**config.mk**
```make
export PLATFORM = sky130hd
export DESIGN_NAME = ppmc_top
export DESIGN_NICKNAME = d
export VERILOG_FILES = /design/src/core/ppmc_pkg.sv /design/src/core/ppmc_strong_pulse.sv /design/src/core/ppmc_sync.sv /design/src/core/ppmc_top.sv
export SDC_FILE = /design/constraint.sdc
export NUM_CORES = 1
export LEC_CHECK = 0
export ABC_AREA = 1
export BUFFER_PORTS_ARGS = -buffer_cell sky130_fd_sc_hd__clkbuf_2
export CAP_MARGIN = 25
export CORE_ASPECT_RATIO = 2
export CORE_MARGIN = 1.5
export CORE_UTILIZATION = 35
export DETAILED_ROUTE_END_ITERATION = 12
export PLACE_DENSITY = 0.58
export SYNTH_ARGS = -nofsm -noshare
export SYNTH_HDL_FRONTEND = slang
export SYNTH_SLANG_ARGS = --single-unit
```
**constraint.sdc**
```tcl
create_clock -name clk_sys -period 1.5 [get_ports clk_sys]
set_clock_uncertainty 0.15 [all_clocks]
set_input_delay 0.075 -clock clk_sys [delete_from_list [all_inputs] [get_ports clk_sys]]
set_output_delay 0.075 -clock clk_sys [all_outputs]
set_load 0.01 [all_outputs]
```
**src/core/ppmc_pkg.sv**
```systemverilog
// Purpose: Constants for the port output selection and power mode control block
// Assumes: 100 MHz system clock, single clock domain
// Notes: Register offsets are special-function addresses on the internal register port
`default_nettype none
package ppmc_pkg;
  localparam logic [7:0] PMC_ADDR = 8'h87;
  localparam logic [7:0] CFG1_ADDR = 8'hA7;
  localparam int PMC_IDLE_BIT = 0;
  localparam int PMC_PDOWN_BIT = 1;
  localparam int CFG1_UPPER_ADDR_EMIT_ENABLE_BIT = 0;
  localparam int CFG1_CSGPIO_BIT = 3;
  localparam logic [7:0] PMC_RESET = 8'h00;
  localparam logic [7:0] CFG1_RESET = 8'h00;
  localparam logic [7:0] LATCH_RESET = 8'hFF;
  localparam int CLK_PERIOD_NS = 10;
  localparam int OSC_PERIOD_NS = 10;
  localparam int STRONG_OSC_PERIODS = 2;
  localparam int STRONG_CYCLES =
    (STRONG_OSC_PERIODS * OSC_PERIOD_NS + CLK_PERIOD_NS - 1) / CLK_PERIOD_NS;
  localparam logic [15:0] EXT_CS_BASE = 16'h4000;
  typedef enum logic [1:0] {PPMC_ACTIVE, PPMC_IDLE, PPMC_PDOWN} ppmc_mode_t;
endpackage : ppmc_pkg
`default_nettype wire

```
**src/core/ppmc_strong_pulse.sv**
```systemverilog
// Purpose: Short strong-high drive window for one port bit
// Assumes: Output data from same clock domain
// Notes: After the window the pin relies on the weak pullup only
`default_nettype none
module ppmc_strong_pulse #(
  parameter int CYCLES = 2
) (
  input wire logic clk_sys, // System clock
  input wire logic resetn, // Async reset, active low
  input wire logic bit_out, // Value being emitted
  output logic strong_en // Strong pullup active
);
  logic [3:0] cnt;
  logic [3:0] next_cnt;
  logic prev;
  logic next_prev;
  always_comb begin
    next_prev = bit_out;
    next_cnt = cnt;
    if (bit_out && !prev) begin
      next_cnt = 4'(CYCLES);
    end else if (!bit_out) begin
      next_cnt = 4'h0;
    end else if (cnt != 4'h0) begin
      next_cnt = cnt - 4'h1;
    end
  end
  always_ff @(posedge clk_sys or negedge resetn) begin
    if (!resetn) begin
      cnt <= 4'h0;
      prev <= 1'b1;
    end else begin
      cnt <= next_cnt;
      prev <= next_prev;
    end
  end
  // Rising edge already strong in its own cycle so the window is exactly CYCLES long
  assign strong_en = (bit_out && !prev) || (bit_out && cnt > 4'h1);
endmodule : ppmc_strong_pulse
`default_nettype wire

```
**src/core/ppmc_sync.sv**
```systemverilog
// Purpose: Two-flop synchroniser for pin levels
// Assumes: Destination is clk_sys
// Notes: First stage is read only by the second stage
`default_nettype none
module ppmc_sync #(
  parameter int W = 1
) (
  input wire logic clk_sys, // System clock
  input wire logic resetn, // Async reset, active low
  input wire logic [W-1:0] din, // Asynchronous level
  output logic [W-1:0] dout // Synchronised level
);
  logic [W-1:0] meta;
  always_ff @(posedge clk_sys or negedge resetn) begin
    if (!resetn) begin
      meta <= '0;
      dout <= '0;
    end else begin
      meta <= din;
      dout <= meta;
    end
  end
endmodule : ppmc_sync
`default_nettype wire

```
**src/core/ppmc_top.sv**
```systemverilog
// Purpose: Port one/two output selection and idle / power-down control
// Assumes: Core presents code addresses and register writes on clk_sys
// Notes: Pin inputs are synchronised; mode bits self-clear by reset, and the idle bit also on an enabled interrupt
//
// Contract
// - Internal port zero never reaches pins; it only feeds scan logic.
// - Address select high: port one carries low address byte during external access.
// - Address select low: port one keeps showing its latch value.
// - Port two carries seven upper address bits under code select or enable bit.
// - Otherwise port two shows its latch contents.
// - Pullups on all pins except LED and four serial pins, which are open drain; the code gives port two bit 7 no pullup (p2_pullup is bits 0..6).
// - During fetches a one is driven strongly two oscillator periods, then weak; the code never drives port two bit 7 strongly (p2_strong bit 7 is masked).
// - Setting power control bit 0 at 87H enters idle.
// - Idle gates CPU clock, peripheral clock keeps running.
// - Idle preserves CPU state and holds port pins at entry levels.
// - Idle holds address latch and fetch strobes high.
// - Idle ends on reset or any enabled interrupt.
// - Setting power control bit 1 enters power-down.
// - Power-down stops every clock and the crystal oscillator.
// - Power-down deasserts chip select unless configured as general I/O.
// - Power-down forces address latch and fetch strobes low.
// - RAM contents kept through power-down.
// - Power-down ends only through pin or internal reset.
// - Converter result entering idle may be invalid.
// - Code select high: chip select only at 4000H and above; low: always.
`default_nettype none
module ppmc_top #(
  parameter int STRONG_CYC = ppmc_pkg::STRONG_CYCLES
) (
  input wire logic clk_sys, // System clock
  input wire logic resetn, // Async reset, active low
  input wire logic int_reset, // Internal reset source pulse
  input wire logic sfr_wr, // Register write strobe
  input wire logic [7:0] sfr_addr, // Register address
  input wire logic [7:0] sfr_wdata, // Register write data
  output logic [7:0] sfr_rdata, // Register read data
  input wire logic [7:0] port_zero_latch, // Internal port zero value
  output logic [7:0] scan_drive, // Port zero to scan logic
  input wire logic [7:0] port_one_latch, // Port one register
  input wire logic [7:0] port_two_latch, // Port two register
  input wire logic ext_access, // External code access in progress
  input wire logic [15:0] ext_addr, // External code address
  input wire logic addr_is_15bit, // Access uses 15-bit address
  input wire logic ale_run, // Address latch strobe from core
  input wire logic fetch_run, // Program fetch strobe from core, active high
  input wire logic cs_gpio_out, // Chip select pin value in general I/O use
  input wire logic port1_addr_emit_select, // Pin, async
  input wire logic external_code_select_n, // Pin, async
  input wire logic irq_pending, // Enabled interrupt pending
  output logic [7:0] p1_o, // Port one pin value
  output logic [7:0] p1_strong, // Port one strong pullup enables
  output logic [7:0] p2_o, // Port two pin value
  output logic [7:0] p2_strong, // Port two strong pullup enables
  output logic [7:0] p1_pullup, // Port one weak pullup present
  output logic [6:0] p2_pullup, // Port two weak pullups, bits 0..6
  output logic port_led_pin_oe, // LED pin open drain low enable
  input wire logic port_led_drive, // LED pin latch
  input wire logic [3:0] serial_if_latch, // Serial lines latch a0,a1,b0,b1
  output logic [3:0] serial_if_oe, // Open drain low enables
  output logic ale_o, // Address latch strobe pin
  output logic program_fetch_strobe_n, // Fetch strobe pin
  output logic ext_code_chip_select_n, // Chip select pin
  output logic cpu_clk_en, // CPU clock enable
  output logic periph_clk_en, // Timer/interrupt/serial clock enable
  output logic osc_enable, // Crystal oscillator enable
  output logic adc_result_suspect, // Conversion may be invalid
  input wire logic adc_busy, // Conversion running
  output logic [1:0] mode_state // 0 active, 1 idle, 2 power-down
);
  logic [7:0] pmc;
  logic [7:0] next_pmc;
  logic [7:0] cfg1;
  logic [7:0] next_cfg1;
  logic [7:0] p1_hold;
  logic [7:0] next_p1_hold;
  logic [7:0] p2_hold;
  logic [7:0] next_p2_hold;
  logic suspect;
  logic next_suspect;
  logic [1:0] pins_s;
  logic ld_sel;
  logic eal_n;
  logic any_rst;
  logic idle;
  logic pdown;
  logic [7:0] p1_live;
  logic [7:0] p2_live;
  logic p2_addr_on;
  logic [7:0] p1_pulse;
  logic [7:0] p2_pulse;
  ppmc_pkg::ppmc_mode_t mode;

  ppmc_sync #(.W(2)) u_sync (
    .clk_sys(clk_sys),
    .resetn(resetn),
    .din({port1_addr_emit_select, external_code_select_n}),
    .dout(pins_s)
  );
  assign ld_sel = pins_s[1];
  // Code select is used live, not latched at reset, so a strap change applies after the sync
  assign eal_n = pins_s[0];
  assign any_rst = int_reset;

  assign scan_drive = port_zero_latch;

  always_comb begin
    next_pmc = pmc;
    next_cfg1 = cfg1;
    next_suspect = suspect;
    if (any_rst) begin
      next_pmc = ppmc_pkg::PMC_RESET;
      next_cfg1 = ppmc_pkg::CFG1_RESET;
      next_suspect = 1'b0;
    end else begin
      if (pmc[ppmc_pkg::PMC_IDLE_BIT] && irq_pending && !pmc[ppmc_pkg::PMC_PDOWN_BIT]) begin
        next_pmc[ppmc_pkg::PMC_IDLE_BIT] = 1'b0;
      end
      if (sfr_wr && cpu_clk_en && sfr_addr == ppmc_pkg::PMC_ADDR) begin
        next_pmc = sfr_wdata;
        if (sfr_wdata[ppmc_pkg::PMC_IDLE_BIT] && adc_busy) begin
          next_suspect = 1'b1;
        end
      end
      if (sfr_wr && cpu_clk_en && sfr_addr == ppmc_pkg::CFG1_ADDR) begin
        next_cfg1 = sfr_wdata;
      end
    end
  end

  always_ff @(posedge clk_sys or negedge resetn) begin
    if (!resetn) begin
      pmc <= ppmc_pkg::PMC_RESET;
      cfg1 <= ppmc_pkg::CFG1_RESET;
      suspect <= 1'b0;
    end else begin
      pmc <= next_pmc;
      cfg1 <= next_cfg1;
      suspect <= next_suspect;
    end
  end

  assign pdown = pmc[ppmc_pkg::PMC_PDOWN_BIT];
  assign idle = pmc[ppmc_pkg::PMC_IDLE_BIT] && !pdown;

  always_comb begin
    if (pdown) begin
      mode = ppmc_pkg::PPMC_PDOWN;
    end else if (idle) begin
      mode = ppmc_pkg::PPMC_IDLE;
    end else begin
      mode = ppmc_pkg::PPMC_ACTIVE;
    end
  end
  assign mode_state = mode;

  always_comb begin
    case (mode)
      ppmc_pkg::PPMC_ACTIVE: begin
        cpu_clk_en = 1'b1;
        periph_clk_en = 1'b1;
        osc_enable = 1'b1;
      end
      ppmc_pkg::PPMC_IDLE: begin
        cpu_clk_en = 1'b0;
        periph_clk_en = 1'b1;
        osc_enable = 1'b1;
      end
      ppmc_pkg::PPMC_PDOWN: begin
        cpu_clk_en = 1'b0;
        periph_clk_en = 1'b0;
        osc_enable = 1'b0;
      end
      default: begin
        cpu_clk_en = 1'b1;
        periph_clk_en = 1'b1;
        osc_enable = 1'b1;
      end
    endcase
  end

  // Port muxing is combinational but the pins are registered, so the address appears one cycle after the access cycle
  assign p2_addr_on = ext_access && addr_is_15bit &&
    (!eal_n || cfg1[ppmc_pkg::CFG1_UPPER_ADDR_EMIT_ENABLE_BIT]);
  always_comb begin
    p1_live = (ext_access && ld_sel) ? ext_addr[7:0] : port_one_latch;
    p2_live = p2_addr_on ? {port_two_latch[7], ext_addr[14:8]} : port_two_latch;
  end

  // Pins freeze at their entry level whenever the CPU clock is gated
  always_comb begin
    next_p1_hold = cpu_clk_en ? p1_live : p1_hold;
    next_p2_hold = cpu_clk_en ? p2_live : p2_hold;
  end
  always_ff @(posedge clk_sys or negedge resetn) begin
    if (!resetn) begin
      p1_hold <= ppmc_pkg::LATCH_RESET;
      p2_hold <= ppmc_pkg::LATCH_RESET;
    end else begin
      p1_hold <= next_p1_hold;
      p2_hold <= next_p2_hold;
    end
  end
  assign p1_o = p1_hold;
  assign p2_o = p2_hold;

  genvar gi;
  generate
    for (gi = 0; gi < 8; gi++) begin : g_strong
      ppmc_strong_pulse #(.CYCLES(STRONG_CYC)) u_p1 (
        .clk_sys(clk_sys),
        .resetn(resetn),
        .bit_out(p1_hold[gi]),
        .strong_en(p1_pulse[gi])
      );
      ppmc_strong_pulse #(.CYCLES(STRONG_CYC)) u_p2 (
        .clk_sys(clk_sys),
        .resetn(resetn),
        .bit_out(p2_hold[gi]),
        .strong_en(p2_pulse[gi])
      );
    end
  endgenerate
  assign p1_strong = p1_pulse;
  assign p2_strong = p2_pulse & 8'h7F;

  assign p1_pullup = 8'hFF;
  assign p2_pullup = 7'h7F;
  assign port_led_pin_oe = !port_led_drive;
  assign serial_if_oe = ~serial_if_latch;

  always_comb begin
    if (pdown) begin
      ale_o = 1'b0;
      program_fetch_strobe_n = 1'b0;
    end else if (idle) begin
      ale_o = 1'b1;
      program_fetch_strobe_n = 1'b1;
    end else begin
      ale_o = ale_run;
      program_fetch_strobe_n = !fetch_run;
    end
  end

  always_comb begin
    if (cfg1[ppmc_pkg::CFG1_CSGPIO_BIT]) begin
      ext_code_chip_select_n = cs_gpio_out;
    end else if (pdown || idle) begin
      ext_code_chip_select_n = 1'b1;
    end else if (eal_n) begin
      ext_code_chip_select_n = !(ext_addr >= ppmc_pkg::EXT_CS_BASE);
    end else begin
      ext_code_chip_select_n = 1'b0;
    end
  end

  assign adc_result_suspect = suspect;

  always_comb begin
    case (sfr_addr)
      ppmc_pkg::PMC_ADDR: sfr_rdata = pmc;
      ppmc_pkg::CFG1_ADDR: sfr_rdata = cfg1;
      default: sfr_rdata = 8'h00;
    endcase
  end

  AST_PDOWN_STROBES: assert property (@(posedge clk_sys) disable iff (!resetn)
    pdown |-> (!ale_o && !program_fetch_strobe_n))
    else $error("strobes not low in power-down");
  AST_IDLE_STROBES: assert property (@(posedge clk_sys) disable iff (!resetn)
    idle |-> (ale_o && program_fetch_strobe_n))
    else $error("strobes not high in idle");
  AST_IDLE_ENTRY: assert property (@(posedge clk_sys) disable iff (!resetn)
    (sfr_wr && cpu_clk_en && sfr_addr == ppmc_pkg::PMC_ADDR && sfr_wdata == 8'h01 && !any_rst)
    |=> (mode == ppmc_pkg::PPMC_IDLE))
    else $error("idle not entered");
  AST_PDOWN_ENTRY: assert property (@(posedge clk_sys) disable iff (!resetn)
    (sfr_wr && cpu_clk_en && sfr_addr == ppmc_pkg::PMC_ADDR && sfr_wdata[1] && !any_rst)
    |=> !osc_enable && !periph_clk_en)
    else $error("power-down not entered");
  AST_PDOWN_STAYS: assert property (@(posedge clk_sys) disable iff (!resetn)
    (pdown && !any_rst) |=> pdown)
    else $error("power-down left without reset");
  AST_IDLE_WAKE: assert property (@(posedge clk_sys) disable iff (!resetn)
    (idle && irq_pending) |=> !idle)
    else $error("idle not left on interrupt");
  AST_IDLE_HOLD: assert property (@(posedge clk_sys) disable iff (!resetn)
    (idle && $past(idle)) |-> $stable(p1_o) && $stable(p2_o))
    else $error("ports moved in idle");
  AST_RESET_CLEARS: assert property (@(posedge clk_sys) disable iff (!resetn)
    any_rst |=> (pmc == 8'h00))
    else $error("mode bits not cleared");
  AST_CS_IDLE: assert property (@(posedge clk_sys) disable iff (!resetn)
    ((idle || pdown) && !cfg1[ppmc_pkg::CFG1_CSGPIO_BIT]) |-> ext_code_chip_select_n)
    else $error("chip select active in low power");
  AST_P1_ADDR: assert property (@(posedge clk_sys) disable iff (!resetn)
    (cpu_clk_en && ext_access && ld_sel) |=> (p1_o == $past(ext_addr[7:0])))
    else $error("port one missing address");
  COV_IDLE: cover property (@(posedge clk_sys) disable iff (!resetn) idle ##1 !idle);
  COV_PDOWN: cover property (@(posedge clk_sys) disable iff (!resetn) pdown);
  COV_P2ADDR: cover property (@(posedge clk_sys) disable iff (!resetn) p2_addr_on);
  COV_SUSPECT: cover property (@(posedge clk_sys) disable iff (!resetn) adc_result_suspect);
  COV_CS_GPIO: cover property (@(posedge clk_sys) disable iff (!resetn)
    pdown && cfg1[ppmc_pkg::CFG1_CSGPIO_BIT]);
  AST_P1_LATCH: assert property (@(posedge clk_sys) disable iff (!resetn)
    (cpu_clk_en && !(ext_access && ld_sel)) |=> (p1_o == $past(port_one_latch)))
    else $error("port one lost its latch value");
  AST_P2_ADDR: assert property (@(posedge clk_sys) disable iff (!resetn)
    (cpu_clk_en && p2_addr_on) |=> (p2_o[6:0] == $past(ext_addr[14:8])))
    else $error("port two missing address");
  AST_P2_LATCH: assert property (@(posedge clk_sys) disable iff (!resetn)
    (cpu_clk_en && !p2_addr_on) |=> (p2_o == $past(port_two_latch)))
    else $error("port two lost its latch value");
  AST_P2_TOP_LATCH: assert property (@(posedge clk_sys) disable iff (!resetn)
    cpu_clk_en |=> (p2_o[7] == $past(port_two_latch[7])))
    else $error("port two bit 7 not from latch");
  AST_STRONG_RISE: assert property (@(posedge clk_sys) disable iff (!resetn)
    $rose(p1_o[0]) |-> p1_strong[0])
    else $error("no strong drive on rising port bit");
  // Three high samples outlast any window of up to two cycles
  AST_STRONG_ENDS: assert property (@(posedge clk_sys) disable iff (!resetn)
    (STRONG_CYC <= 2 && p1_o[0]) [*3] |-> !p1_strong[0])
    else $error("strong drive held past its window");
  AST_STRONG_ONE: assert property (@(posedge clk_sys) disable iff (!resetn)
    ((p1_strong & ~p1_o) | (p2_strong & ~p2_o)) == 8'h00)
    else $error("strong drive on a low port bit");
  AST_IDLE_CLOCKS: assert property (@(posedge clk_sys) disable iff (!resetn)
    idle |-> (!cpu_clk_en && periph_clk_en && osc_enable))
    else $error("idle clock gating wrong");
  AST_PDOWN_CLOCKS: assert property (@(posedge clk_sys) disable iff (!resetn)
    pdown |-> (!cpu_clk_en && !periph_clk_en && !osc_enable))
    else $error("clock running in power-down");
  AST_CS_BASE: assert property (@(posedge clk_sys) disable iff (!resetn)
    (mode == ppmc_pkg::PPMC_ACTIVE && !cfg1[ppmc_pkg::CFG1_CSGPIO_BIT] && eal_n)
    |-> (ext_code_chip_select_n == (ext_addr < ppmc_pkg::EXT_CS_BASE)))
    else $error("chip select wrong for code address");
  AST_CS_CODE_LOW: assert property (@(posedge clk_sys) disable iff (!resetn)
    (mode == ppmc_pkg::PPMC_ACTIVE && !cfg1[ppmc_pkg::CFG1_CSGPIO_BIT] && !eal_n)
    |-> !ext_code_chip_select_n)
    else $error("chip select inactive with code select low");
  AST_SUSPECT_SET: assert property (@(posedge clk_sys) disable iff (!resetn)
    (sfr_wr && cpu_clk_en && sfr_addr == ppmc_pkg::PMC_ADDR && adc_busy && !any_rst &&
    sfr_wdata[ppmc_pkg::PMC_IDLE_BIT]) |=> adc_result_suspect)
    else $error("conversion not flagged on idle entry");
  AST_WRITE_REFUSED: assert property (@(posedge clk_sys) disable iff (!resetn)
    (!cpu_clk_en && !any_rst) |=> $stable(cfg1))
    else $error("register written with cpu clock gated");
endmodule : ppmc_top
`default_nettype wire

```
==> impl_metrics.toml, run 1 <==
[cts]
cts_tree = "done"
h-tree-depth = 3
path_clk_slew_ps = 70
root_buffer = "clkbuf_16"
clock-sinks = 112
cts_made_buffers = 9
clk_latency_ps = 350
cts_buffer_depth = 2

[floorplanning]
die_x_um = 97.2
initial_core_util = 0.359
die_h_um = 191
die_area_um2 = 18600
rows = 68
ios = 151
fp.coreArea_um2 = 17300

[outcome]
violations = "setup timing"
status = "complete, but fails checks"

[placed_design]
placed_area_um2 = 6800
dp_hpwl_um = 10100
port_buffers = 118
dp_slack_ps = 76.6
place.gp.congestion = 0.774

[global_routing]
grt_pass1_wl_um = 24000
grt_use_total = 0.159
grt_pass1_vias = 5315
antenna_found_initial = 0
globalRoute.totalOverflow = 0
grt_max_degree = 46

[drt]
num_vias = 5343
routedWlPerCell_um = 13.2
via_per_inst = 4.66
wl_um = 15100
ant_nets = 0
drcViolationCount = 0
drtIter0Drc = 139
first_pass_iters = 4

[timing]
grt_setup_unrepaired = "yes"
fin_crit_sh = 1.09
hold_viol = 0
tightestPinTransition_ps = 580
fmax_ghz = 0.614
setup_viol = 33
slew_headroom = 0.613
min_period_ps = 1630
slew_violations = 0
worst_slack_ps = -128
holdWs_ps = 0.00445

[worst_hold_path]
hp-class = "in2out"

[pwr]
power_density_nw_per_um2 = 1420
vdd_ir_drop_max_uv = 618
leakagePower_nw = 4.30

[layout]
fin_area_um2 = 8860
final_layout_size_suffix_gt1_frac = 0.431
final_util = 0.513
antennaDiodeCount = 0
final_nets = 1036
area_growth_pct = 42.8

[synthesis]
synth_cell_types = 32
syn_area_um2 = 6210
synth-seq-area-share = 0.458
ys_async_sr_fraction = 1.00
synth-edff-count = 0
yosysWarnings = 0
avgSynthCellArea_um2 = 8.60
synth-main-ff-cell = "dfrtp_1"
syn_inst = 722
ys_ff_latch = 112

[critical_path]
reg2reg_slack_ps = -130
worstSetupStartpointType = "flip-flop"
path_max_fanout = 8
crit_type = "reg2reg"
required_ps = 1590
arrival_ps = 1710
crit_path_end_kind = "flip-flop"

[job]
maxCapViolations = 0
==> cells by family (layout without fill, tap and decap cells) <==
| family | Yosys count | count (layout) | synth area share |
|---|---|---|---|
| compound gates | 112 | 112 | 0.0962 |
| xor+xnor | 27 | 27 | 0.0381 |
| fa+ha+maj | 30 | 30 | 0.0605 |
| buf+inv | 174 | 374 | 0.148 |
| flops | 112 | 112 | 0.458 |
| mux | 3 | 3 | 0.00484 |
| other cells | 2 | 16 | 0.00121 |
| simple gates | 262 | 263 | 0.193 |
==> layout by cell type, fill, tap and decap left out, types with 20 or more instances in the layout <==
cell type      Yosys  layout
buf_4             57      61
ha_4               0      20
a21oi_1           52      34
clkbuf_2           0      98
inv_1            104      69
inv_2              3      38
dfstp_2           31      31
nor2_1            73      62
dfrtp_1           81      81
dlygate4sd3_1      0      47
o21ai_0           32      29
nand2_1           88      77
nand3_1           83      54
nand3_2            0      23
==> path summary, 6_finish.rpt <==
kind	from	endpoint	cells past startpoint
min reg2reg	u_sync.meta[0]$_DFF_PN0_	u_sync.dout[0]$_DFF_PN0_	0
min in group asynchronous	resetn	g_strong[2].u_p1.prev$_DFF_PN1_	2
max	pmc[1]$_DFFE_PN0P_	cfg1[1]$_DFFE_PN0P_	8
min	port_zero_latch[1]	scan_drive[1]	0
max in group asynchronous	resetn	g_strong[0].u_p1.cnt[0]$_DFFE_PN0P_	3
max reg2reg	pmc[1]$_DFFE_PN0P_	cfg1[1]$_DFFE_PN0P_	8
==> cell type report <==
type | instances | area [um^2]
clock inverters | 5 | 50.0
inverters | 108 | 432
flip-flops and latches | 112 | 2840
repair buffers | 249 | 1880
clock buffers | 11 | 233
multi-input cells | 451 | 3150
well taps | 210 | 263
repair inverters | 1 | 11.3
fillers | 1613 | 8410
==> cells in the mapped netlist, drive strengths merged, types with 12 or more instances <==
master  instances  area [um^2]
nor2           76          317
dfrtp          81         2030
dfstp          31          815
a21oi          53          269
o21ai          47          243
buf            66          509
xor2           15          131
nand2          91          359
ha             30          375
inv           108          410
nand3          85          450
xnor2          12          105
==> where the power goes <==
part | internal (mW) | total (mW) | switching [mW]
clock network | 1.29 | 2.36 | 1.07
registers | 3.69 | 4.15 | 0.464
logic | 3.07 | 6.11 | 3.04
total | 8.04 | 12.6 | 4.57
==> state kept, by name, summed over array words and instances (netlist names) <==
register and count:
p2_o 8, g_strong.u_p2.cnt 28, adc_result_suspect 1, g_strong.u_p2.prev 7, u_sync.dout 2, g_strong.u_p1.cnt 32
cfg1 8, p1_o 8, g_strong.u_p1.prev 8, u_sync.meta 2, pmc 8
==> stage by stage <==
step	cells	TNS (ps)	total power [mW]
floorplan	736	0	7.09
global placement	1016	0	7.87
detailed placement	1016	0	7.88
CTS	1121	-2550	12.1
global route	1147	-5250	13.6
finish	1147	-2800	12.6
==> critical path: stages (launching register included) <==
cell and delay, ps:
dfrtp_1 400, inv_2 110, nand2_8 80, buf_12 130, nor2_4 190, buf_12 150, nand3_4 160, nand3_2 110
nand2_1 50
==> what timing repair did <==
| action | CTS | global route |
|---|---|---|
| gates cloned | 0 | 3 |
| setup endpoints to repair | 18 | 65 |
| setup buffers | 41 | 25 |
| gates resized for setup | 129 | 83 |
| hold endpoints to repair | 123 | 0 |
| pin swaps | 46 | 36 |
| hold buffers | 48 | 0 |
==> per-layer routing <==
metal  GRT usage  share of wire  wire length [um]  vias to the layer above
met5           0              0                 0                        -
met4      0.0580          0.032               478                        0
met3      0.0274          0.044               660                       27
met2       0.320           0.57              8590                      156
met1       0.161           0.36              5390                     2489
li1            -              -                 -                     2671
(Power assumes the default switching activity.)
==> inputs of run 2 (changes only) <==
Settings changed: PLACE_DENSITY 0.58 to default.
==> run 2 against run 1 <==
Effect of this change:
- the flow still finishes with violations (setup timing)
- final cell count fell by 0.78%
- critical endpoint is now p1_strong[3]
- worst setup slack got worse by 11 ps
- largest cell class unchanged
- fmax fell by 0.69%
==> impl_metrics.toml, run 2 (synthesis results as in run 1) <==
[outcome]
status = "complete, but fails checks"
violations = "setup timing"

[floorplanning]
ios = 151
rows = 68
fp.coreArea_um2 = 17300
die_area_um2 = 18600
initial_core_util = 0.359
die_x_um = 97.2
die_h_um = 191

[placed_design]
dp_hpwl_um = 11100
place.gp.congestion = 0.802
placed_cells = 1016
port_buffers = 118

[drt]
ant_nets = 0
drtIter0Drc = 203
drcViolationCount = 0
via_per_inst = 4.77
first_pass_iters = 4
num_vias = 5423
wl_um = 16200
routedWlPerCell_um = 14.2

[worst_hold_path]
hp-class = "in2out"

[critical_path]
path_max_fanout = 3
arrival_ps = 1410
cpPeakStageDelay_ps = 410
cp_slowest_cell = "dfrtp_1"
crit_chain = "ha_1 -> nand3_2 -> nand2_2 -> a21oi_2 -> buf_2"
crit_path_end_kind = "output port"
required_ps = 1270
crit_type = "reg2out"
worstSetupStartpointType = "flip-flop"

[global_routing]
grt_pass1_wl_um = 26100
grt_use_total = 0.176
antenna_found_initial = 0
grt_max_degree = 34
grt_pass1_vias = 5636
globalRoute.totalOverflow = 0

[cts]
cts_buffer_depth = 2
cts_tree = "done"
path_clk_slew_ps = 70
clock-sinks = 112
cts_made_buffers = 9
h-tree-depth = 3
clk_latency_ps = 340
root_buffer = "clkbuf_16"

[timing]
grt_setup_unrepaired = "yes"
setup_viol = 25
holdWs_ps = 0.00449
fin_crit_sh = 1.09
worst_slack_ps = -139
slew_violations = 0
hold_viol = 0
min_period_ps = 1640
fmax_ghz = 0.610

[layout]
final_cell_mix = "clkbuf_2 (97), dfrtp_1 (80), nand2_1 (76)"
fin_cells = 1138
final_nets = 1027
final_layout_size_suffix_gt1_frac = 0.422
final_common_cell = "clkbuf_2"
area_growth_pct = 41.2
antennaDiodeCount = 0
largest_register_ffs = 32
largest_register = "g_strong.u_p1.cnt"
reg.largest.list = "g_strong.u_p1.cnt: 32 flops, g_strong.u_p2.cnt: 28 flops"

[pwr]
power_density_nw_per_um2 = 1470
vdd_ir_drop_max_uv = 590
power_mw = 12.9
leakagePower_nw = 4.25

[job]
maxCapViolations = 0
run 2: path summary, 6_finish.rpt:
check                                                    startpoint                             endpoint  slack [ps]  depth (start not counted)
worst max-delay path            g_strong[3].u_p1.cnt[0]$_DFFE_PN0P_                         p1_strong[3]        -140                          5
worst min-delay path                             port_zero_latch[3]                        scan_drive[3]       0.004                          0
worst max register to register                   pmc[1]$_DFFE_PN0P_                   pmc[5]$_DFFE_PN0P_         -40                          7
worst min register to register             u_sync.meta[1]$_DFF_PN0_             u_sync.dout[1]$_DFF_PN0_         210                          0
max in group asynchronous                                    resetn      g_strong[1].u_p1.prev$_DFF_PN1_         600                          3
min in group asynchronous                                    resetn  g_strong[0].u_p1.cnt[1]$_DFFE_PN0P_          30                          2
run 2: metal layers:
metal,vias to the layer above,GRT usage,routed length (um)
met5,-,0,0
met4,0,0.0847,584
met3,31,0.0197,501
met2,142,0.354,9290
met1,2588,0.174,5830
li1,2662,-,-
run 2: critical path, delay by kind of cell, from the launching register on:
family                   cells  cell delay [ps]
AO/OA/AOI/OAI                1              140
adder cells (fa/ha/maj)      1              230
buffers and inverters        1              150
flip-flops                   1              410
AND/OR/NAND/NOR              2              130
run 2: layout make-up:
cell class                      count  area (um^2)
Fill cell                        1638         8510
Multi-Input combinational cell    451         3160
Sequential cell                   112         2840
Timing Repair Buffer              240         1750
Inverter                          108          418
Tap cell                          210          263
Clock buffer                        9          225
Clock inverter                      7         95.1
Timing Repair inverter              1         8.76
run 2: power breakdown:
group          total [mW]  switching (mW)  internal [mW]
Combinational        6.15            3.12           3.03
Sequential           4.17           0.485           3.69
Clock                2.60            1.13           1.47
run 2: timing repair:
| item | 4_1_cts | 5_1_grt |
|---|---|---|
| cloned | 1 | 1 |
| gates resized for setup | 114 | 97 |
| endpoints found under the hold margin | 123 | 0 |
| setup endpoints to repair | 19 | 47 |
| buffers inserted | 43 | 18 |
| pin swaps | 39 | 36 |
| hold buffers | 46 | 0 |
run 2: through the flow:
| stage | TNS (ps) | area (um^2) | setup slack (ps) | utilization |
|---|---|---|---|---|
| CTS | -2080 | 8300 | -192 | 0.481 |
| finish | -1660 | 8760 | -139 | 0.507 |
| detailed placement | 0 | 6790 | 47.4 | 0.393 |
| global placement | 0 | 6790 | 64.0 | 0.393 |
| global route | -3760 | 8760 | -195 | 0.507 |
| floorplan | 0 | 6260 | 129 | - |
